==> config.mk <==
export PLATFORM = sky130hd
export DESIGN_NAME = pio_cell
export DESIGN_NICKNAME = d
export VERILOG_FILES = /design/src/rtl/pio_pkg.sv /design/src/rtl/pio_cell.sv /design/src/rtl/pio_lag_line.sv
export SDC_FILE = /design/constraint.sdc
export NUM_CORES = 1
export LEC_CHECK = 0
export BUFFER_PORTS_ARGS = -buffer_cell sky130_fd_sc_hd__buf_4
export CAP_MARGIN = 30
export CORE_MARGIN = 10
export CORE_UTILIZATION = 49
export CTS_CLUSTER_DIAMETER = 120
export DETAILED_ROUTE_END_ITERATION = 6
export GPL_ROUTABILITY_DRIVEN = 0
export PLACE_DENSITY = 0.79
export SLEW_MARGIN = 20
export SYNTH_ARGS = -nofsm -noshare
export SYNTH_HDL_FRONTEND = slang
export SYNTH_SLANG_ARGS = --single-unit
==> constraint.sdc <==
create_clock -name clk_i -period 2 [get_ports clk_i]
set_input_delay 0.3 -clock clk_i [delete_from_list [all_inputs] [get_ports clk_i]]
set_output_delay 0.3 -clock clk_i [all_outputs]
set_load 0.02 [all_outputs]
==> src/rtl/pio_pkg.sv <==
// Shared constants and types for the programmable I/O cell register logic.
// Assumes one 250 MHz system clock and a classic Wishbone master for configuration.
package pio_pkg;
   // Register byte offsets on the Wishbone bus
   localparam logic [3:0]  PIO_CTRL_OFF    = 4'h0;
   localparam logic [3:0]  PIO_STATUS_OFF  = 4'h4;
   // Reset values
   localparam logic [8:0]  PIO_CTRL_RST    = 9'h000;
   localparam logic [31:0] PIO_ZERO_WORD   = 32'h0000_0000;
   // Delay line geometry, in system clock cycles per tap
   localparam int          PIO_LAG_DEPTH   = 32;
   localparam logic [4:0]  PIO_FIXED_TAPS  = 5'h04;
   localparam logic [4:0]  PIO_NO_TAPS     = 5'h00;
   // Status word field positions
   localparam int          PIO_ST_RISE     = 0;
   localparam int          PIO_ST_FALL     = 1;
   localparam int          PIO_ST_OUT0     = 2;
   localparam int          PIO_ST_OUT1     = 3;
   localparam int          PIO_ST_TRI      = 4;
   localparam int          PIO_ST_TAP      = 8;

   // Static cell configuration, bit 0 is bypass_en
   typedef struct packed {
      logic ts_init;       // Tri-state register initial value
      logic out_init;      // Output registers initial value
      logic in_init;       // Input registers initial value
      logic out_latch;     // SDR output element is a latch
      logic out_ddr;       // Double-rate output
      logic in_ddr;        // Double-rate input
      logic dyn_lag_en;    // Use the run-time delay code
      logic fixed_lag_en;  // Use the fixed delay
      logic bypass_en;     // Route pad around registers
   } pio_cfg_s;

   // Wishbone request carrier
   typedef struct packed {
      logic        cyc;
      logic        stb;
      logic        we;
      logic [3:0]  adr;
      logic [3:0]  sel;
      logic [31:0] dat;
   } pio_wb_req_s;
endpackage

==> src/rtl/pio_cell.sv <==
// I/O cell register logic: input capture, output drive and tri-state register.
// Assumes configuration is written over Wishbone before traffic and left alone after.
// Functional notes
// - Bypass routes pad to combinational and clock outputs
// - Optional fixed input delay before capture
// - Bottom cells take five-bit run-time delay code
// - SDR input captured once per rising edge
// - DDR input sampled on both clock edges
// - SDR output from register or transparent latch
// - DDR output captures both core bits rising
// - Falling edge moves second bit to register
// - Clock-driven mux alternates the two output registers
// - Tri-state control registered then drives buffer
// - One system clock for all three blocks
// - Local set/reset loads configured initial values
//
// Implementation choices: the placing of the registers and the Wishbone register port.
module pio_cell #(
   parameter bit BOTTOM_EDGE = 1'b1                 // Cell sits on the bottom edge
) (
   input  wire logic        clk_i,
   input  wire logic        rst_i,
   // Wishbone slave
   input  wire logic        wb_cyc_i,
   input  wire logic        wb_stb_i,
   input  wire logic        wb_we_i,
   input  wire logic [3:0]  wb_adr_i,
   input  wire logic [3:0]  wb_sel_i,
   input  wire logic [31:0] wb_dat_i,
   output logic [31:0]      wb_dat_o,
   output logic             wb_ack_o,
   // Cell controls from the core
   input  wire logic        ce_i,
   input  wire logic        lsr_i,
   input  wire logic [4:0]  dyn_lag_code_i,
   // Pad side
   input  wire logic        pad_in_i,
   output logic             pad_out_o,
   output logic             pad_oe_o,
   output logic             tristate_to_buffer_o,
   // Core side
   output logic             bypass_comb_in_o,
   output logic             bypass_clock_out_o,
   output logic             rise_capture_o,
   output logic             fall_capture_o,
   input  wire logic        core_out_first_i,
   input  wire logic        core_out_second_i,
   input  wire logic        core_tristate_ctl_i
);
   // Word decode shared by read and write paths
   function automatic logic pio_hit(input logic [3:0] adr, input logic [3:0] off);
      pio_hit = (adr[3:2] == off[3:2]);
   endfunction

   pio_pkg::pio_cfg_s    cfg;            // Live configuration
   pio_pkg::pio_cfg_s    next_cfg;       // Configuration after a write
   pio_pkg::pio_wb_req_s req;            // Bundled bus request
   logic                 ack;            // Registered acknowledge
   logic [31:0]          rd_data;        // Registered read data
   logic [4:0]           lag_tap;        // Selected delay taps
   logic                 lag_data;       // Pad after delay
   logic                 rise_q;         // Rising-edge input capture
   logic                 fall_q;         // Falling-edge input capture
   logic                 out_r0;         // First output register
   logic                 out_r1pre;      // Second core bit, rising capture
   logic                 out_r1;         // Second output register, falling
   logic                 latch_hold;     // Latch content while opaque
   logic                 tq;             // Tri-state register
   logic                 hold;           // Registers keep their value
   logic                 req_live;       // Request present on the bus
   logic                 do_write;       // Write commits this edge
   logic                 hit_ctrl;       // Control register addressed
   logic                 hit_stat;       // Status register addressed
   logic [31:0]          status_word;    // Live cell state for reads
   logic [31:0]          next_rd_data;   // Read mux result
   logic                 latch_open;     // Latch currently transparent
   logic                 sdr_out;        // SDR output element value

   // Bus decode
   assign req          = '{cyc: wb_cyc_i, stb: wb_stb_i, we: wb_we_i, adr: wb_adr_i, sel: wb_sel_i, dat: wb_dat_i};
   assign req_live     = req.cyc & req.stb;
   assign hit_ctrl     = pio_hit(req.adr, pio_pkg::PIO_CTRL_OFF);
   assign hit_stat     = pio_hit(req.adr, pio_pkg::PIO_STATUS_OFF);
   // Write lands on the edge where the master sees ack, never earlier
   assign do_write     = req_live & req.we & ack & hit_ctrl;

   // Byte lanes: lane 0 holds the mode bits, lane 1 the tri-state initial value
   assign next_cfg     = pio_pkg::pio_cfg_s'({req.sel[1] ? req.dat[8] : cfg.ts_init,
                                               req.sel[0] ? req.dat[7:0] : cfg[7:0]});

   assign status_word  = {19'h0_0000, lag_tap, 3'h0, tq, out_r1, out_r0, fall_capture_o, rise_capture_o};
   // Unmapped words read as zero and are still acknowledged
   assign next_rd_data = hit_ctrl ? {23'h00_0000, cfg} : hit_stat ? status_word : pio_pkg::PIO_ZERO_WORD;

   // Configuration store, changed only by software
   always_ff @(posedge clk_i)
   begin
      if (rst_i)
         cfg <= pio_pkg::PIO_CTRL_RST;
      else if (do_write)
         cfg <= next_cfg;
   end

   // One-cycle acknowledge with read data registered alongside
   always_ff @(posedge clk_i)
   begin
      if (rst_i)
      begin
         ack     <= 1'b0;
         rd_data <= pio_pkg::PIO_ZERO_WORD;
      end
      else
      begin
         ack     <= req_live & ~ack;
         rd_data <= (req_live & ~ack) ? next_rd_data : rd_data;
      end
   end

   assign wb_ack_o = ack;
   assign wb_dat_o = rd_data;

   // Clock enable low freezes every cell register; local set/reset still wins
   assign hold = ~ce_i;

   // Delay selection: run-time code wins over the fixed delay on bottom cells
   assign lag_tap = (BOTTOM_EDGE && cfg.dyn_lag_en) ? dyn_lag_code_i :
                    cfg.fixed_lag_en ? pio_pkg::PIO_FIXED_TAPS :
                    pio_pkg::PIO_NO_TAPS;

   pio_lag_line u_lag (
      .clk_i  (clk_i),
      .rst_i  (rst_i),
      .din_i  (pad_in_i),
      .tap_i  (lag_tap),
      .dout_o (lag_data)
   );

   // Bypass is purely combinational, so it carries no register latency
   assign bypass_comb_in_o   = cfg.bypass_en & pad_in_i;
   assign bypass_clock_out_o = cfg.bypass_en & pad_in_i;

   // Rising-edge input register, also the SDR capture register
   always_ff @(posedge clk_i)
   begin
      if (rst_i)
         rise_q <= 1'b0;
      else if (lsr_i)
         rise_q <= cfg.in_init;
      else if (!hold)
         rise_q <= lag_data;
   end

   // Falling-edge input register for double-rate capture
   always_ff @(negedge clk_i)
   begin
      if (rst_i)
         fall_q <= 1'b0;
      else if (lsr_i)
         fall_q <= cfg.in_init;
      else if (!hold && cfg.in_ddr)
         fall_q <= lag_data;
   end

   // SDR result appears on the registered-input output
   assign rise_capture_o = rise_q;
   assign fall_capture_o = cfg.in_ddr ? fall_q : rise_q;

   // Rising-edge output registers for both core bits
   always_ff @(posedge clk_i)
   begin
      if (rst_i)
      begin
         out_r0    <= 1'b0;
         out_r1pre <= 1'b0;
      end
      else if (lsr_i)
      begin
         out_r0    <= cfg.out_init;
         out_r1pre <= cfg.out_init;
      end
      else if (!hold)
      begin
         out_r0    <= core_out_first_i;
         out_r1pre <= core_out_second_i;
      end
   end

   // Second bit moves on the falling edge so it is stable for the low phase
   always_ff @(negedge clk_i)
   begin
      if (rst_i)
         out_r1 <= 1'b0;
      else if (lsr_i)
         out_r1 <= cfg.out_init;
      else if (!hold)
         out_r1 <= out_r1pre;
   end

   // Latch closes on the falling edge and keeps the last transparent value
   always_ff @(negedge clk_i)
   begin
      if (rst_i)
         latch_hold <= 1'b0;
      else if (lsr_i)
         latch_hold <= cfg.out_init;
      else if (!hold)
         latch_hold <= core_out_first_i;
   end

   // Latch is transparent while the clock is high and enabled
   assign latch_open = clk_i & ce_i & ~lsr_i;
   assign sdr_out    = cfg.out_latch ? (latch_open ? core_out_first_i : latch_hold) : out_r0;

   // High phase shows the first register, low phase the second
   assign pad_out_o  = cfg.out_ddr ? (clk_i ? out_r0 : out_r1) : sdr_out;

   // Tri-state register, high means pad released
   always_ff @(posedge clk_i)
   begin
      if (rst_i)
         tq <= 1'b1;
      else if (lsr_i)
         tq <= cfg.ts_init;
      else if (!hold)
         tq <= core_tristate_ctl_i;
   end

   assign tristate_to_buffer_o = tq;
   assign pad_oe_o             = ~tq;

   // Checks
   chk_bypass_path: assert property (@(posedge clk_i) disable iff (rst_i)
      cfg.bypass_en |-> (bypass_comb_in_o == pad_in_i) && (bypass_clock_out_o == pad_in_i))
      else $error("bypass output differs from pad");

   chk_fixed_tap: assert property (@(posedge clk_i) disable iff (rst_i)
      (cfg.fixed_lag_en && !(BOTTOM_EDGE && cfg.dyn_lag_en)) |-> lag_tap == pio_pkg::PIO_FIXED_TAPS)
      else $error("fixed delay tap not selected");

   chk_dyn_tap: assert property (@(posedge clk_i) disable iff (rst_i)
      (BOTTOM_EDGE && cfg.dyn_lag_en) |-> lag_tap == dyn_lag_code_i)
      else $error("dynamic delay code ignored");

   chk_sdr_capture: assert property (@(posedge clk_i) disable iff (rst_i)
      (ce_i && !lsr_i && !cfg.in_ddr) |=> fall_capture_o == $past(lag_data))
      else $error("sdr input capture wrong");

   chk_fall_sample: assert property (@(negedge clk_i) disable iff (rst_i)
      (ce_i && !lsr_i && cfg.in_ddr) |=> fall_q == $past(lag_data))
      else $error("falling edge input sample wrong");

   chk_sdr_reg_out: assert property (@(posedge clk_i) disable iff (rst_i)
      (!cfg.out_ddr && !cfg.out_latch && ce_i && !lsr_i) |=> pad_out_o == $past(core_out_first_i))
      else $error("sdr output register wrong");

   chk_ddr_capture: assert property (@(posedge clk_i) disable iff (rst_i)
      (ce_i && !lsr_i) |=> (out_r0 == $past(core_out_first_i)) && (out_r1pre == $past(core_out_second_i)))
      else $error("ddr output capture wrong");

   chk_ddr_transfer: assert property (@(negedge clk_i) disable iff (rst_i)
      (ce_i && !lsr_i) |=> out_r1 == $past(out_r1pre))
      else $error("second output bit not transferred");

   chk_ddr_mux_low: assert property (@(posedge clk_i) disable iff (rst_i)
      cfg.out_ddr |-> pad_out_o == out_r1)
      else $error("low phase does not show second register");

   chk_tri_reg: assert property (@(posedge clk_i) disable iff (rst_i)
      (ce_i && !lsr_i) |=> (tristate_to_buffer_o == $past(core_tristate_ctl_i)) && (pad_oe_o != tq))
      else $error("tri-state register wrong");

   chk_lsr_init: assert property (@(posedge clk_i) disable iff (rst_i)
      lsr_i |=> (tq == $past(cfg.ts_init)) && (out_r0 == $past(cfg.out_init)) && (rise_q == $past(cfg.in_init)))
      else $error("local reset did not load initial values");

   chk_ce_hold: assert property (@(posedge clk_i) disable iff (rst_i)
      (!ce_i && !lsr_i) |=> $stable(tq) && $stable(out_r0) && $stable(rise_q))
      else $error("register changed with clock enable low");

   chk_ack_pulse: assert property (@(posedge clk_i) disable iff (rst_i)
      wb_ack_o |=> !wb_ack_o)
      else $error("ack held longer than one cycle");

   chk_ack_answer: assert property (@(posedge clk_i) disable iff (rst_i)
      (wb_cyc_i && wb_stb_i && !wb_ack_o) |=> wb_ack_o)
      else $error("request not answered in one cycle");

   chk_bypass_off: assert property (@(posedge clk_i) disable iff (rst_i)
      !cfg.bypass_en |-> !bypass_comb_in_o && !bypass_clock_out_o)
      else $error("bypass outputs active while disabled");

   chk_rise_sample: assert property (@(posedge clk_i) disable iff (rst_i)
      (ce_i && !lsr_i) |=> rise_capture_o == $past(lag_data))
      else $error("rising edge input sample wrong");

   // At the falling edge the sampled clock still reads high, so these see the high phase
   chk_latch_open: assert property (@(negedge clk_i) disable iff (rst_i)
      (cfg.out_latch && !cfg.out_ddr && ce_i && !lsr_i) |-> pad_out_o == core_out_first_i)
      else $error("latch not transparent in high phase");

   chk_ddr_mux_high: assert property (@(negedge clk_i) disable iff (rst_i)
      cfg.out_ddr |-> pad_out_o == out_r0)
      else $error("high phase does not show first register");

   chk_cfg_static: assert property (@(posedge clk_i) disable iff (rst_i)
      !do_write |=> $stable(cfg))
      else $error("configuration changed without a bus write");
endmodule

==> src/rtl/pio_lag_line.sv <==
// Tapped delay line that models the selectable input delay in whole clock cycles.
// Assumes tap changes only while the cell is idle; a tap of zero is a straight wire.
module pio_lag_line (
   input  wire logic       clk_i,
   input  wire logic       rst_i,
   input  wire logic       din_i,
   input  wire logic [4:0] tap_i,
   output logic            dout_o
);
   logic [pio_pkg::PIO_LAG_DEPTH-1:0] stage;   // Delay stages, stage[0] is newest

   // First stage follows the input each cycle
   always_ff @(posedge clk_i)
   begin
      if (rst_i)
         stage[0] <= 1'b0;
      else
         stage[0] <= din_i;
   end

   // Remaining stages shift one per cycle
   genvar g;
   generate
      for (g = 1; g < pio_pkg::PIO_LAG_DEPTH; g++)
      begin : g_stage
         always_ff @(posedge clk_i)
         begin
            if (rst_i)
               stage[g] <= 1'b0;
            else
               stage[g] <= stage[g-1];
         end
      end
   endgenerate

   // Tap zero bypasses the line so no delay costs no latency
   assign dout_o = (tap_i == pio_pkg::PIO_NO_TAPS) ? din_i : stage[tap_i - 5'd1];
endmodule

---- After elaboration in Yosys (flattened, before gate mapping) ----
Cells that the tools add are included.
cells by class
  add/subtract/negate cells ............... 1
  $mul .................................... 0
  div/mod/pow operators ................... 0
  order comparisons ....................... 1
  equality and inequality tests ........... 1
  shifts and indexed selects .............. 0
  muxes and demuxes ....................... 24
  bitwise operators ....................... 11
  reduce and logical (&&, ||, !) cells .... 7
operators with widths
  kind                                                                          count
  13-bit 2-to-1 mux                                                             2
  1-bit 2-to-1 mux                                                              19
  1-bit bitwise AND                                                             8
  5-bit by 6-bit less-than comparator with 1-bit output, second input constant  1
  1-bit binary-select mux with 5-bit select                                     1
  5-bit zero test                                                               1
  5-bit 2-to-1 mux                                                              1
  5-bit by 1-bit subtractor with 5-bit output, second input constant            1
  2-bit AND reduction                                                           2
  2-bit nonzero test                                                            2
  3-bit 2-to-1 mux                                                              1
  1-bit NOT                                                                     3
  2-bit by 1-bit equality test with 1-bit output, second input constant         1
  2-bit zero test                                                               1
  1-bit logical AND                                                             1
word-level totals
  bits in registers ....................... 81
  bits in latches ......................... 0
  bits in writable memories ............... 0
  ROM bits ................................ 0
  word-level logic and storage cells ...... 95
  memories kept ........................... 0

---- Logic depth before layout (Yosys ltp) ----
  word-level depth ........................ 8
  mapped depth ............................ 8
  mapped depth without buffers ............ 6

---- Cells and area by module ----
Synthesis repeated with hierarchy kept, for this count alone.
second synthesis, totals
  cells, all modules ...................... 256
  area, all modules ....................... 2730.1 um^2
by module, submodules not included
  module        instances  cells each  area each (um^2)  seq. area each (um^2)
  pio_cell      1          163         1503.9            600.6
  pio_lag_line  1          93          1226.2            640.6

==> key figures <==
Outcome
  • Status: complete, but fails checks
  • Violated checks: DRC, setup timing

Routing
  • Detail Route Antenna Nets: 0
  • First-pass detailed-route iteration total: 7
  • Wire per inst: 15.8 um
  • Via count: 2,445
  • Drt drc: 2
  • Final wirelength: 7.34 mm
  • DR iter-0 viols: 231
  • Via-to-Cell Ratio: 5.25

Logic synthesis
  • Seq cells post-synth: 62
  • Top cells by count, synth: dfxtp_1, nor2b_1, a21oi_1
  • Synth unique cells: 47
  • YS warnings: 0
  • Share of the synthesized area in the top cell type: 45.4%
  • Yosys top cell by area: dfxtp_1
  • Avg Cell Area, Syn: roughly 9.1 sq um
  • Post-synthesis sequential area ratio: 45.4%
  • EDFF count, synth: 0
  • Most frequent cell after synthesis: dfxtp_1
  • Synth Instances: 302
  • Cell area after synthesis: about 0.0027 sq mm
  • Top FF cell, synth: dfxtp_1
  • Ranking of synthesized cells by area: dfxtp_1, nor2b_1, buf_4
  • Ys async rst share: 0%

STA
  • Setup ws final: -0.723 ns
  • Measured slew at the worst slew-check pin: 0.688 ns
  • Final setup vio count: 6
  • Slew headroom: between 50 and 60%
  • Final Hold Viols: 0
  • Final TNS setup: -2.31 ns
  • Clk_skew: between 0.07 and 0.08 ns
  • Fin Hold WS: a little under 0.1 ns
  • RSZ-0062 raised after global routing: true
  • Max-slew violations: 0

Worst setup path
  • Crit path DAT: between 2 and 2.5 ns
  • Crit path depth: 6
  • Top Family by Delay on Critical Path: compound AO/OA/AOI/OAI gates
  • Flop-to-flop setup slack: -0.72 ns
  • Worst path required time: between 1 and 1.5 ns
  • Crit. End Element: register
  • Slowest-stage cell, CP: mux4_2
  • CP Launch Type: register
  • Worst-path fanout max: 7
  • Slowest stage delay, CP: 0.47 ns
  • Critical path class: register to register
  • WP buf/inv: 0
  • Cell count of the worst reg-to-reg path: 6
  • Worst path cell trace: and2_4 -> mux4_2 -> a211o_1 -> a32o_1 -> nand4_1 -> a31oi_1

GRT
  • M1 GR Usage: 19.5%
  • Busiest grt layer: met2
  • Met3 GRT Util: 4.84%
  • Vias in the first global route: 2,498
  • Largest net degree at the start of global routing: 57
  • GRT Resource Usage Total: around 17%
  • Remaining Overflow, GRT: 0
  • Grt met2 use: between 20% and 30%
  • Antenna violations before repair: 0
  • First-pass GRT wire length: 11.7 mm

Power and ir drop
  • PD cells: between 700 and 800 mW/mm^2
  • Switching share of power: 23.2%
  • Leakage: 0.00158 uW
  • Psw: approximately 670 uW
  • Clock Power Share: approximately 48%
  • Peak supply drop: 0.418 mV
  • Internal Power: 2210 uW
  • Part of the power in registers: a little over two fifths
  • Combinational share of power: under 10%

Floorplan
  • Core footprint: 0.00547 sq mm
  • X dimension of the die: 94.7 um
  • Row count: 27
  • Ports: 96
  • Die height: 94.7 um
  • Die area: 0.00897 sq mm
  • Starting Density: 50.0%

Clock network
  • Worst-Skew Late Latency: about 0.5 ns
  • Clock slew at reported path FFs: 0.06 ns
  • # hold bufs at CTS: 0
  • CTS tree: yes

Hold path
  • Hold Path Depth: 2
  • HP Class: input port to register

Finish
  • Layout cell share with drive strength beyond 1: 32.7%
  • N_diodes: 0
  • Final Non-Filler Cells: ~470
  • Final Cell Area: 0.00370 sq mm
  • Area Growth Syn to Fin: 35.3%
  • Layout Nets: 445

Placement
  • HPWL after DPL: 5.21 mm
  • Placed Area: 0.00330 sq mm
  • Port bufs: a little under 50
  • Placed Cells: 437

Run
  • Total of max-cap violations: 0
-- state kept, by name (all words and copies together) (netlist names) --
signal,flops
latch_hold,1
u_lag.stage,32
cfg,9
fall_q,1
wb_dat_o,13
out_r1,1
wb_ack_o,1
rise_capture_o,1
tristate_to_buffer_o,1
out_r0,1
out_r1pre,1
-- final timing paths --
check                                 start             end
worst max register to register       cfg[2]          fall_q
worst min-delay path               pad_in_i  u_lag.stage[0]
worst max-delay path                 cfg[2]          fall_q
worst min register to register  wb_dat_o[7]     wb_dat_o[7]
-- metrics by stage --
stage | util, % | total power (uW) | worst slack [ns]
CTS | 66.9 | 2880 | -0.729
floorplan | - | 1470 | -0.751
detailed placement | 60.3 | 1550 | -1.01
finish | 67.7 | 2870 | -0.723
global placement | 60.3 | 1550 | -0.957
global route | 67.7 | 2980 | -0.743
-- routing by layer --
metal  up-vias  share of wire, %
met5         -                 0
met4         0               1.7
met3        12               8.1
met2        91                48
met1      1158                42
li1       1184                 -
-- power by group through the flow --
stage | Clock (uW) | Combinational (uW) | Sequential, uW
finish | 1380 | 234 | 1260
global route | 1470 | 252 | 1260
CTS | 1390 | 228 | 1260
detailed placement | 41.1 | 223 | 1290
global placement | 41.1 | 219 | 1280
floorplan | 39.6 | 146 | 1290
-- area by class of cell --
cell class	count	area, sq um
Fill cell	410	1770
Multi-Input combinational cell	215	1360
Sequential cell	62	1250
Timing Repair Buffer	88	694
Clock buffer	20	275
Tap cell	72	90.1
Inverter	5	18.8
Clock inverter	4	15.0
-- worst reg2reg max path, stage by stage (launching register included) --
cell and delay, ns:
dfxtp_4 0.37, and2_4 0.14, mux4_2 0.47, a211o_1 0.24, a32o_1 0.26, nand4_1 0.10, a31oi_1 0.09
-- logic make-up after synthesis --
logic type	count (synthesis)	share of synthesized area, %
buffers and inverters	43	8.73
XOR/XNOR	1	0.320
AO/OA/AOI/OAI	63	15.5
multiplexers	17	7.68
AND/OR/NAND/NOR	115	22.3
flip-flops	62	45.4
other	1	0.137
-- what timing repair did --
item,CTS,global route
buffers inserted,8,2
setup endpoints to repair,5,6
gates resized for setup,11,15
pin swaps,4,5
-- cell usage in the layout (no fill, tap or decap), types with 2 or more instances in the layout --
| master | instances |
|---|---|
| a211oi_1 | 2 |
| o31ai_1 | 2 |
| clkbuf_8 | 15 |
| conb_1 | 19 |
| o21ai_0 | 3 |
| and2_4 | 2 |
| nand2b_1 | 4 |
| clkbuf_1 | 2 |
| a22oi_1 | 6 |
| a211o_1 | 2 |
| a21oi_1 | 23 |
| inv_1 | 9 |
| o21ai_1 | 3 |
| and2_1 | 2 |
| mux4_2 | 2 |
| or2_1 | 4 |
| nand3_1 | 14 |
| mux2i_1 | 11 |
| a222oi_1 | 2 |
| nor2b_1 | 36 |
| mux2_4 | 2 |
| dfxtp_1 | 59 |
| o21ai_2 | 2 |
| nand2_1 | 23 |
| clkbuf_16 | 2 |
| buf_4 | 79 |
| nor2_1 | 17 |
| a31oi_1 | 5 |
| a221oi_1 | 2 |
| nor3_1 | 4 |
| dfxtp_2 | 2 |
| buf_6 | 10 |
Note: power is estimated with default switching activity, not from simulation.
